$ cat src/rtl/cms_pkg.sv
package cms_pkg;
  // message center geometry
  localparam int NUM_CTR   = 15;
  localparam int SHADOW_CTR = 14;           // center 15, counted from zero
  localparam int IDX_W     = 4;
  localparam int ID_W      = 29;
  localparam int DLC_W     = 4;
  localparam int DATA_W    = 64;

  // incoming frame word: {remote, dlc, id, data}
  localparam int FRM_DATA_LSB = 0;
  localparam int FRM_ID_LSB   = DATA_W;
  localparam int FRM_DLC_LSB  = DATA_W + ID_W;
  localparam int FRM_RTR_BIT  = DATA_W + ID_W + DLC_W;
  localparam int FRAME_W      = FRM_RTR_BIT + 1;

  // module control byte, autobaud position
  localparam int MCTRL_W           = 8;
  localparam int MCTRL_AUTOBAUD_BIT = 2;

  // error counters
  localparam int ERR_W = 9;
  localparam logic [ERR_W-1:0] ERR_LIMIT    = 9'h080;   // flag once above this
  localparam logic [ERR_W-1:0] ERR_MAX      = 9'h1ff;
  localparam logic [ERR_W-1:0] ERR_RST      = 9'h000;
  localparam logic [ERR_W-1:0] ERR_STEP_ONE = 9'h001;
  localparam logic [ERR_W-1:0] ERR_STEP_EIGHT = 9'h008;

  // reset values
  localparam logic [NUM_CTR-1:0] CTR_VEC_RST = 15'h0000;
  localparam logic               SWINIT_RST  = 1'h1;
  localparam logic               TX_IDLE     = 1'h1;    // recessive level

  // receive buffer depth
  localparam int BUF_DEPTH = 2;
endpackage

$ cat src/rtl/cms_frame_if.sv
`timescale 1ns/1ps
interface cms_frame_if;
  import cms_pkg::*;
  logic               valid;
  logic               ready;
  logic [FRAME_W-1:0] frame;
  modport src (output valid, output frame, input  ready);
  modport snk (input  valid, input  frame, output ready);
endinterface

$ cat src/rtl/cms_rx_buf.sv
`timescale 1ns/1ps
module cms_rx_buf
  import cms_pkg::*;
#(
  parameter int W     = FRAME_W,
  parameter int DEPTH = BUF_DEPTH
) (
  // clock and reset
  input  wire logic         clk_i,
  input  wire logic         reset_n_i,
  // filling side
  input  wire logic         in_valid_i,
  input  wire logic [W-1:0] in_data_i,
  output logic              in_ready_o,
  // draining side
  cms_frame_if.src          out
);
  localparam int PW = $clog2(DEPTH);

  logic [W-1:0]  mem_q [DEPTH];
  logic [PW-1:0] wr_q;
  logic [PW-1:0] rd_q;
  logic [PW:0]   cnt_q;
  logic [PW:0]   cnt_d;
  logic          room_q;
  logic          push;
  logic          pop;

  // ready is a flop so the pin never sees a combinational path
  assign push       = in_valid_i && room_q;
  assign pop        = out.valid && out.ready;
  assign in_ready_o = room_q;
  assign out.valid  = (cnt_q != '0);
  assign out.frame  = mem_q[rd_q];

  always_comb begin
    cnt_d = cnt_q;
    if (push && !pop) begin
      cnt_d = cnt_q + 1'b1;
    end else if (pop && !push) begin
      cnt_d = cnt_q - 1'b1;
    end
  end

  // storage
  always_ff @(posedge clk_i) begin
    if (push) begin
      mem_q[wr_q] <= in_data_i;
    end
  end

  // pointers and occupancy
  always_ff @(posedge clk_i) begin
    if (!reset_n_i) begin
      wr_q   <= '0;
      rd_q   <= '0;
      cnt_q  <= '0;
      room_q <= 1'b1;
    end else begin
      if (push) begin
        wr_q <= (wr_q == PW'(DEPTH - 1)) ? '0 : wr_q + 1'b1;
      end
      if (pop) begin
        rd_q <= (rd_q == PW'(DEPTH - 1)) ? '0 : rd_q + 1'b1;
      end
      cnt_q  <= cnt_d;
      room_q <= (cnt_d != (PW + 1)'(DEPTH));
    end
  end
endmodule // cms_rx_buf

$ cat src/rtl/cms_store.sv
// Function
// - overwrite on, shared value: lowest center keeps taking every frame
// - overwrite onto unread data in centers 1 to 14 replaces it and sets updated and overwrite flags
// - overwrite off, center 1 full: frame goes to next center, flag set
// - overwrite off, all full: frame dropped, overwrite flag untouched
// - once center 1 is cleared, it takes the next frame again
// - center 15 empty: frames go straight into its registers
// - center 15 occupied: frames go into the shadow buffer
// - center 15 emptied: unread shadow contents move in automatically
// - overwrite on, center 15 occupied: frame replaces shadow; flag if shadow unread
// - shadow empty: frame stored there, overwrite flag stays clear
// - center 15 overwrite flag reflects only shadow overwrites
// - overwrite off, center 15 and shadow full: frame discarded
// - autobaud bit 2 loops receive as pin AND own transmit
// - autobaud holds transmit pin recessive high
// - errors count up; above 128 the exceeded flag sets
// - soft reset stops bus, sets init hold, clears enable registers
// - each center has its own overwrite enable bit
// - overwrite off: unread or request-pending centers are not overwritten
`timescale 1ns/1ps
module cms_store
  import cms_pkg::*;
(
  // clock and reset
  input  wire logic                CLK_I,
  input  wire logic                RESET_N_I,
  // accepted frames from the protocol engine
  input  wire logic                FRAME_VALID_I,
  input  wire logic [FRAME_W-1:0]  FRAME_I,
  output logic                     FRAME_READY_O,
  output logic                     FRAME_LOST_O,
  // center configuration
  input  wire logic                CFG_WE_I,
  input  wire logic [IDX_W-1:0]    CFG_IDX_I,
  input  wire logic [ID_W-1:0]     CFG_ARB_I,
  input  wire logic                CFG_OWE_I,
  input  wire logic                CFG_RX_I,
  // receive and transmit enable registers
  input  wire logic                EN_WE_I,
  input  wire logic [NUM_CTR-1:0]  RX_EN_I,
  input  wire logic [NUM_CTR-1:0]  TX_EN_I,
  output logic [NUM_CTR-1:0]       RX_EN_O,
  output logic [NUM_CTR-1:0]       TX_EN_O,
  // flag clears from software, one bit per center
  input  wire logic [NUM_CTR-1:0]  CLR_DATA_UPDATED_FLAG_I,
  input  wire logic [NUM_CTR-1:0]  CLR_EXTERNAL_REQUEST_PENDING_I,
  input  wire logic [NUM_CTR-1:0]  CLR_ROW_I,
  // flags
  output logic [NUM_CTR-1:0]       DATA_UPDATED_FLAG_O,
  output logic [NUM_CTR-1:0]       EXTERNAL_REQUEST_PENDING_O,
  output logic [NUM_CTR-1:0]       ROW_O,
  output logic                     SHADOW_FULL_O,
  // center read port
  input  wire logic [IDX_W-1:0]    RD_IDX_I,
  output logic [ID_W-1:0]          RD_ARB_O,
  output logic [DLC_W-1:0]         RD_DLC_O,
  output logic [DATA_W-1:0]        RD_DATA_O,
  // module control and soft reset
  input  wire logic [MCTRL_W-1:0]  MODULE_CTRL_I,
  input  wire logic                SOFT_RESET_I,
  input  wire logic                SWINIT_CLR_I,
  output logic                     SWINIT_O,
  // error events from the protocol engine
  input  wire logic                REC_INC1_I,
  input  wire logic                REC_INC8_I,
  input  wire logic                TEC_INC8_I,
  output logic [ERR_W-1:0]         REC_O,
  output logic [ERR_W-1:0]         TEC_O,
  output logic                     ERROR_COUNT_EXCEEDED_FLAG_O,
  // bus pins and engine side
  input  wire logic                RX_PIN_I,
  input  wire logic                TX_INT_I,
  output logic                     TX_PIN_O,
  output logic                     RX_INT_O
);
  cms_frame_if buf_if ();

  // center state
  logic [ID_W-1:0]    arb_q   [NUM_CTR];
  logic [DLC_W-1:0]   dlc_q   [NUM_CTR];
  logic [DATA_W-1:0]  data_q  [NUM_CTR];
  logic [NUM_CTR-1:0] owe_q;
  logic [NUM_CTR-1:0] rxm_q;
  logic [NUM_CTR-1:0] data_updated_flag_q;
  logic [NUM_CTR-1:0] external_request_pending_q;
  logic [NUM_CTR-1:0] row_q;
  logic [NUM_CTR-1:0] rx_en_q;
  logic [NUM_CTR-1:0] tx_en_q;
  // shadow of center 15
  logic [FRAME_W-1:0] sh_frame_q;
  logic               sh_full_q;
  // control and errors
  logic               swinit_q;
  logic [ERR_W-1:0]   rec_q;
  logic [ERR_W-1:0]   tec_q;
  logic               error_count_exceeded_flag_q;
  logic               lost_q;
  logic               rx_s1_q;
  logic               rx_s2_q;
  logic               tx_q;
  logic               rx_int_q;
  logic [ID_W-1:0]    rd_arb_q;
  logic [DLC_W-1:0]   rd_dlc_q;
  logic [DATA_W-1:0]  rd_data_q;

  // selection terms
  logic [ID_W-1:0]    f_id;
  logic               f_rtr;
  logic [NUM_CTR-1:0] occ;
  logic [NUM_CTR-1:0] hit;
  logic [NUM_CTR-1:0] elig;
  logic [IDX_W-1:0]   tgt;
  logic               any_elig;
  logic               take;
  logic               to_shadow;
  logic               move_now;
  logic               autobaud;
  logic [NUM_CTR-1:0] set_dt;
  logic [NUM_CTR-1:0] set_ex;
  logic [NUM_CTR-1:0] set_row;

  // two-entry buffer so a stall of the store loses no frame
  cms_rx_buf #(
    .W     (FRAME_W),
    .DEPTH (BUF_DEPTH)
  ) u_buf (
    .clk_i      (CLK_I),
    .reset_n_i  (RESET_N_I),
    .in_valid_i (FRAME_VALID_I),
    .in_data_i  (FRAME_I),
    .in_ready_o (FRAME_READY_O),
    .out        (buf_if.src)
  );

  assign f_id     = buf_if.frame[FRM_ID_LSB +: ID_W];
  assign f_rtr    = buf_if.frame[FRM_RTR_BIT];
  assign autobaud = MODULE_CTRL_I[MCTRL_AUTOBAUD_BIT];
  assign occ      = data_updated_flag_q | external_request_pending_q;

  // shadow moves in only when center 15 is empty; new frames wait that cycle
  assign move_now     = sh_full_q && !occ[SHADOW_CTR];
  assign buf_if.ready = !move_now;

  // eligibility of each center for the frame at the buffer head
  always_comb begin
    hit  = '0;
    elig = '0;
    for (int i = 0; i < NUM_CTR; i++) begin
      hit[i] = rx_en_q[i] && rxm_q[i] && (arb_q[i] == f_id);
      if (i == SHADOW_CTR) begin
        // occupied center 15 still takes frames while the shadow has room
        elig[i] = hit[i] && (!occ[i] || !sh_full_q || owe_q[i]);
      end else begin
        elig[i] = hit[i] && (!occ[i] || owe_q[i]);
      end
    end
  end

  // lowest numbered eligible center wins
  always_comb begin
    tgt      = '0;
    any_elig = 1'b0;
    for (int i = NUM_CTR - 1; i >= 0; i--) begin
      if (elig[i]) begin
        tgt      = IDX_W'(i);
        any_elig = 1'b1;
      end
    end
  end

  // frames are consumed even while held in init, but not stored
  assign take      = buf_if.valid && buf_if.ready && !swinit_q && any_elig;
  assign to_shadow = take && (tgt == IDX_W'(SHADOW_CTR)) && occ[SHADOW_CTR];

  // flag set terms per center
  always_comb begin
    set_dt  = '0;
    set_ex  = '0;
    set_row = '0;
    for (int i = 0; i < NUM_CTR; i++) begin
      if (take && tgt == IDX_W'(i) && !(i == SHADOW_CTR && to_shadow)) begin
        set_dt[i]  = 1'b1;
        set_ex[i]  = f_rtr;
        set_row[i] = data_updated_flag_q[i] && (i != SHADOW_CTR);
      end
    end
    if (to_shadow && sh_full_q) begin
      set_row[SHADOW_CTR] = 1'b1;
    end
    if (move_now) begin
      set_dt[SHADOW_CTR] = 1'b1;
      set_ex[SHADOW_CTR] = sh_frame_q[FRM_RTR_BIT];
    end
  end

  // center configuration, software owned
  always_ff @(posedge CLK_I) begin
    if (!RESET_N_I) begin
      owe_q <= CTR_VEC_RST;
      rxm_q <= CTR_VEC_RST;
    end else if (CFG_WE_I && CFG_IDX_I < IDX_W'(NUM_CTR)) begin
      owe_q[CFG_IDX_I] <= CFG_OWE_I;
      rxm_q[CFG_IDX_I] <= CFG_RX_I;
    end
  end

  // arbitration values have no reset; software programs them in init
  always_ff @(posedge CLK_I) begin
    if (CFG_WE_I && CFG_IDX_I < IDX_W'(NUM_CTR)) begin
      arb_q[CFG_IDX_I] <= CFG_ARB_I;
    end
  end

  // frame contents into a center, direct or from the shadow
  always_ff @(posedge CLK_I) begin
    if (move_now) begin
      dlc_q[SHADOW_CTR]  <= sh_frame_q[FRM_DLC_LSB +: DLC_W];
      data_q[SHADOW_CTR] <= sh_frame_q[FRM_DATA_LSB +: DATA_W];
    end else if (take && !to_shadow) begin
      dlc_q[tgt]  <= buf_if.frame[FRM_DLC_LSB +: DLC_W];
      data_q[tgt] <= buf_if.frame[FRM_DATA_LSB +: DATA_W];
    end
  end

  // shadow buffer of center 15
  always_ff @(posedge CLK_I) begin
    if (!RESET_N_I) begin
      sh_full_q  <= 1'b0;
      sh_frame_q <= '0;
    end else if (to_shadow) begin
      sh_frame_q <= buf_if.frame;
      sh_full_q  <= 1'b1;
    end else if (move_now) begin
      sh_full_q  <= 1'b0;
    end
  end

  // flags: a hardware set in the same cycle as a clear wins
  always_ff @(posedge CLK_I) begin
    if (!RESET_N_I) begin
      data_updated_flag_q  <= CTR_VEC_RST;
      external_request_pending_q <= CTR_VEC_RST;
      row_q   <= CTR_VEC_RST;
    end else begin
      data_updated_flag_q  <= set_dt | (data_updated_flag_q & ~CLR_DATA_UPDATED_FLAG_I);
      external_request_pending_q <= set_ex | (external_request_pending_q & ~CLR_EXTERNAL_REQUEST_PENDING_I);
      row_q   <= set_row | (row_q & ~CLR_ROW_I);
    end
  end

  // lost frame pulse: matched somewhere but nowhere to go
  always_ff @(posedge CLK_I) begin
    if (!RESET_N_I) begin
      lost_q <= 1'b0;
    end else begin
      lost_q <= buf_if.valid && buf_if.ready && !swinit_q && (|hit) && !any_elig;
    end
  end

  // init hold and enable registers under soft reset
  always_ff @(posedge CLK_I) begin
    if (!RESET_N_I) begin
      swinit_q <= SWINIT_RST;
      rx_en_q  <= CTR_VEC_RST;
      tx_en_q  <= CTR_VEC_RST;
    end else if (SOFT_RESET_I) begin
      swinit_q <= 1'b1;
      rx_en_q  <= CTR_VEC_RST;
      tx_en_q  <= CTR_VEC_RST;
    end else begin
      if (SWINIT_CLR_I) begin
        swinit_q <= 1'b0;
      end
      if (EN_WE_I) begin
        rx_en_q <= RX_EN_I;
        tx_en_q <= TX_EN_I;
      end
    end
  end

  // error counters saturate instead of wrapping, so the flag cannot fall back
  always_ff @(posedge CLK_I) begin
    if (!RESET_N_I || SOFT_RESET_I) begin
      rec_q  <= ERR_RST;
      tec_q  <= ERR_RST;
      error_count_exceeded_flag_q <= 1'b0;
    end else begin
      if (REC_INC8_I) begin
        rec_q <= (rec_q > ERR_MAX - ERR_STEP_EIGHT) ? ERR_MAX : rec_q + ERR_STEP_EIGHT;
      end else if (REC_INC1_I) begin
        rec_q <= (rec_q == ERR_MAX) ? ERR_MAX : rec_q + ERR_STEP_ONE;
      end
      if (TEC_INC8_I) begin
        tec_q <= (tec_q > ERR_MAX - ERR_STEP_EIGHT) ? ERR_MAX : tec_q + ERR_STEP_EIGHT;
      end
      error_count_exceeded_flag_q <= (rec_q > ERR_LIMIT) || (tec_q > ERR_LIMIT);
    end
  end

  // receive pin synchroniser; first stage feeds only the second
  always_ff @(posedge CLK_I) begin
    if (!RESET_N_I) begin
      rx_s1_q <= TX_IDLE;
      rx_s2_q <= TX_IDLE;
    end else begin
      rx_s1_q <= RX_PIN_I;
      rx_s2_q <= rx_s1_q;
    end
  end

  // autobaud loopback and silenced transmitter; init hold also keeps bus quiet
  always_ff @(posedge CLK_I) begin
    if (!RESET_N_I) begin
      tx_q     <= TX_IDLE;
      rx_int_q <= TX_IDLE;
    end else begin
      tx_q     <= (autobaud || swinit_q) ? TX_IDLE : TX_INT_I;
      rx_int_q <= autobaud ? (rx_s2_q & TX_INT_I) : rx_s2_q;
    end
  end

  // registered read port
  always_ff @(posedge CLK_I) begin
    if (!RESET_N_I) begin
      rd_arb_q  <= '0;
      rd_dlc_q  <= '0;
      rd_data_q <= '0;
    end else if (RD_IDX_I < IDX_W'(NUM_CTR)) begin
      rd_arb_q  <= arb_q[RD_IDX_I];
      rd_dlc_q  <= dlc_q[RD_IDX_I];
      rd_data_q <= data_q[RD_IDX_I];
    end else begin
      rd_arb_q  <= '0;
      rd_dlc_q  <= '0;
      rd_data_q <= '0;
    end
  end

  // outputs straight from flops
  assign FRAME_LOST_O  = lost_q;
  assign RX_EN_O       = rx_en_q;
  assign TX_EN_O       = tx_en_q;
  assign DATA_UPDATED_FLAG_O        = data_updated_flag_q;
  assign EXTERNAL_REQUEST_PENDING_O       = external_request_pending_q;
  assign ROW_O         = row_q;
  assign SHADOW_FULL_O = sh_full_q;
  assign RD_ARB_O      = rd_arb_q;
  assign RD_DLC_O      = rd_dlc_q;
  assign RD_DATA_O     = rd_data_q;
  assign SWINIT_O      = swinit_q;
  assign REC_O         = rec_q;
  assign TEC_O         = tec_q;
  assign ERROR_COUNT_EXCEEDED_FLAG_O        = error_count_exceeded_flag_q;
  assign TX_PIN_O      = tx_q;
  assign RX_INT_O      = rx_int_q;
endmodule // cms_store

$ cat config.mk
export PLATFORM = sky130hd
export DESIGN_NAME = cms_store
export DESIGN_NICKNAME = d
export VERILOG_FILES = /design/src/rtl/cms_pkg.sv /design/src/rtl/cms_frame_if.sv /design/src/rtl/cms_rx_buf.sv /design/src/rtl/cms_store.sv
export SDC_FILE = /design/constraint.sdc
export NUM_CORES = 2
export LEC_CHECK = 0
export CORE_MARGIN = 2
export CORE_UTILIZATION = 43
export DETAILED_ROUTE_END_ITERATION = 8
export DONT_BUFFER_PORTS = 1
export MAX_ROUTING_LAYER = met4
export SLEW_MARGIN = 20
export SYNTH_ARGS = -nofsm -noshare
export SYNTH_HDL_FRONTEND = slang
export SYNTH_HIERARCHICAL = 1
export SYNTH_SLANG_ARGS = --single-unit
$ cat constraint.sdc
create_clock -name CLK_I -period 20.8 [get_ports CLK_I]
set_input_delay 2.08 -clock CLK_I [delete_from_list [all_inputs] [get_ports CLK_I]]
set_output_delay 2.08 -clock CLK_I [all_outputs]
set_load 0.1 [all_outputs]
==> key figures <==
Run status
  • Status: finished, violations left
  • Violated checks: slew limit

Placement
  • PortBufs: 0
  • Post-placement cell count: 7058
  • Post-detail-place hpwl: between 150000 and 200000 um
  • RD Place Congestion: slightly below 1

CTS
  • Hold-fix buffers at CTS: 0
  • CTS tree: yes
  • Clk sink count: between 1500 and 2000
  • Post-CTS Setup Repair Bufs: 0
  • CTS Buf Count: between 200 and 250
  • Clock transition at path regs: about 60 ps
  • Worst skew pair latency: roughly 870 ps
  • CTS Buffer Depth: 3
  • Post-CTS Resized: 0
  • H-tree depth: 4
  • Clock root cell: clkbuf_16

Global route
  • All-Layer GR Usage: a little over a quarter
  • First-pass GRT wire length: approximately 340000 um
  • Overflow after GRT: 0
  • Initial antenna violation count: 18
  • Largest net degree at the start of global routing: 458
  • Vias in the first global route: around 43000

Die
  • Core area: 188200 um2
  • Area of the die: ~190000 um2
  • Row Count: between 150 and 200
  • Ports: ~430
  • Initial Utilization: roughly 43%
  • Chip width: ~440 um
  • Die height: roughly 440 um

Worst hold path
  • Hold Path Cell Cnt: 1
  • Hold_sp: rx_s1_q
  • Hold endpoint: rx_s2_q
  • Min-delay worst type: reg2reg

Logic synthesis
  • Post-synth ARST share: 0%
  • Top FF cell, synth: edfxtp_1
  • Area leader, netlist: edfxtp_1
  • Post-Synth Simple-Gate Area: between 6 and 7%
  • Synth cell count leaders: edfxtp_1 (1680), mux4_2 (417), dfxtp_1 (301)
  • EDFF count, synth: ~1700
  • Ranking of synthesized cells by area: edfxtp_1 (62%), mux4_2 (12%), dfxtp_1 (7.4%)
  • Synth Area in Compound Gates: 2.002%
  • Post-synthesis adder-cell area fraction: less than 1%
  • Sequential fraction of the synthesis area: slightly below 70%
  • Syn_area_per_cell: about 17 um2
  • Cell count after synthesis: around 4700
  • Cell area after synthesis: 81620 um2
  • XOR/XNOR share of the synthesized area: ~4.0%
  • Largest family of logic cells by synthesized area: multiplexers
  • YS warnings: 6
  • #FFs+latches synth: between 1500 and 2000
  • Yosys top cell area share: about three fifths
  • Multiplexer area fraction after synthesis: 15.97%
  • Count leader, synth: edfxtp_1
  • Post-synth cell types: 82

Pwr
  • Gate power share: a little under an eighth
  • LEAKAGE: 30.41 nW
  • Switch share: a little over a quarter
  • Pwr dens: 103.6 nW/um2
  • Clock network power share: 39.9%
  • Peak VDD IR: about 76 uV
  • Pint: approximately 0.0069 W
  • NetSw: roughly 0.0025 W
  • Share of power burned in registers: around 48%

Setup path
  • Crit Path Category: reg2reg
  • FF-to-FF setup slack: about 12000 ps
  • R2R depth: 13
  • R2R Path End: data_q[7][63]
  • Critical path arrival: a little under 9000 ps
  • Startpoint types: flip-flop
  • CP Data Required Time: between 20000 and 25000 ps
  • CP endpoint kind: flip-flop
  • Maximum fanout along the worst path: between 50 and 60

Final layout
  • Final std cells w/o fill: 7464
  • Filler Cell Count: ~16000
  • Register area: roughly 56000 um2
  • Multi-input logic area: around 24000 um2
  • Layout area overhead: 11.94%
  • Share of cells above drive strength 1: a little over a fifth
  • Nets@finish: around 5000

Routing
  • DR pass1 iterations: 6
  • Drc violations: 0
  • 1st-iter DRT viols: a little under 5000
  • Via/cell ratio: just under 6
  • DRT antenna net count: 0
  • Wirelength per Cell: roughly 33 um
  • Vias: ~44000
  • Final wirelength: between 200000 and 250000 um

STA
  • Least-Margin Pin Slew: 2248 ps
  • Hold slack final: ~410 ps
  • Worst clock skew: ~65 ps
  • Final critical-path required period: roughly 8500 ps
  • Unrepaired setup endpoints after global routing: false
  • Hold Fails Final Rpt: 0
  • Tcrit/Tclk final: 40.68%
  • Setup TNS Final: 0 ps
  • Final setup viols: 0
  • FMAX: approximately 120 MHz
  • Rel. slew slack: -49.90%
  • Max-slew violations: around 210

Flow run
  • Max-cap violations: 0
[power groups by stage]
stage	clock network [W]	logic, W	registers [W]
floorplan	0	0.000742	0.00463
global placement	0	0.00109	0.00465
detailed placement	0	0.00109	0.00466
CTS	0.00383	0.00109	0.00457
global route	0.00399	0.00113	0.00458
finish	0.00378	0.00111	0.00457
[kinds of logic after synthesis]
| logic type | count (synthesis) |
|---|---|
| DFF | 1981 |
| and+or+nand+nor | 1022 |
| muxes | 753 |
| xor gates and xnor gates | 368 |
| buffers and inverters | 294 |
| AOI/OAI and AO/OA | 276 |
| adders and majority gates | 8 |
| other | 1 |
[sequential cells by signal (all words and copies together) (netlist names), 29 cells and up, named ones only]
signal and cells:
data_q 960, u_buf/mem_q 196, arb_q 464, RD_ARB_O 29, RD_DATA_O 64, dlc_q 60, sh_frame_q 69
[placed cells by master, fill, tap and decap left out, types with 9 or more instances in the layout]
cell          n
edfxtp_1   1680
mux4_2      417
dfxtp_1     298
xor2_1      279
clkbuf_16   212
nor2b_1     210
nand2_1     178
mux2i_1     170
nor2_1      163
mux2_2      145
o21ai_0     139
nor4_1      120
xnor2_1      88
buf_4        84
nand4_1      60
a21oi_1      52
clkinv_2     51
nor3_1       49
nand3b_1     48
clkbuf_1     46
inv_1        41
nand3_1      39
nand2b_1     34
conb_1       29
clkinv_1     29
mux2_4       20
bufinv_16    20
or4_1        17
or3_1        14
and4_1       12
nor2_4       10
diode_2       9
nand4b_1      9
a31oi_1       9
clkbuf_8      9
[worst max-delay path by stage]
| stage | startpoint | endpoint | slack, ps | cells after the start |
|---|---|---|---|---|
| CTS | flip-flop | data_q[5][32] | 12360 | 12 |
| detailed placement | flip-flop | data_q[7][32] | 12350 | 12 |
| global route | flip-flop | data_q[7][63] | 12170 | 13 |
| global placement | flip-flop | data_q[0][32] | 12380 | 12 |
| floorplan | flip-flop | data_q[2][0] | 11130 | 11 |
| finish | flip-flop | data_q[7][63] | 12340 | 13 |
[layer usage]
| metal | share of wire (%) | up-vias | global-route usage (%) |
|---|---|---|---|
| li1 | - | 18564 | - |
| met1 | 40 | 23425 | 33.68 |
| met3 | 7.4 | 387 | 4.916 |
| met2 | 48 | 1825 | 41.14 |
| met5 | 0 | - | - |
| met4 | 4.1 | 0 | 9.733 |
[critical path: stages, from the launching register on]
cell and delay, ps:
dfxtp_4 940, buf_4 680, mux2_2 910, xor2_1 250, nor4_1 1020, nand4_1 470, nor3_1 420, nor3b_1 550
o311ai_1 380, a31oi_1 430, nand3_1 220, nor3b_2 260, buf_4 600, buf_4 720
[layout make-up]
class	instances	share of cell area, %
repair buffers	84	0.6902
diodes	9	0.02465
clock buffers	267	6.131
multi-input cells	2456	26.23
well taps	2495	3.417
inverters	42	0.1753
clock inverters	130	1.512
flip-flops and latches	1981	61.82
[metrics by stage]
stage | instance area, um2 | power, W | setup WS [ps] | util [%]
final | 91370 | 0.009462 | 12340 | 48.55
after CTS | 91340 | 0.009500 | 12360 | 48.53
after global routing | 91360 | 0.009704 | 12170 | 48.55
after global placement | 84360 | 0.005746 | 12380 | 44.82
after detailed placement | 84360 | 0.005743 | 12350 | 44.82
after floorplan | 81730 | 0.005375 | 11130 | -
Power figures use the tool's default switching activity.
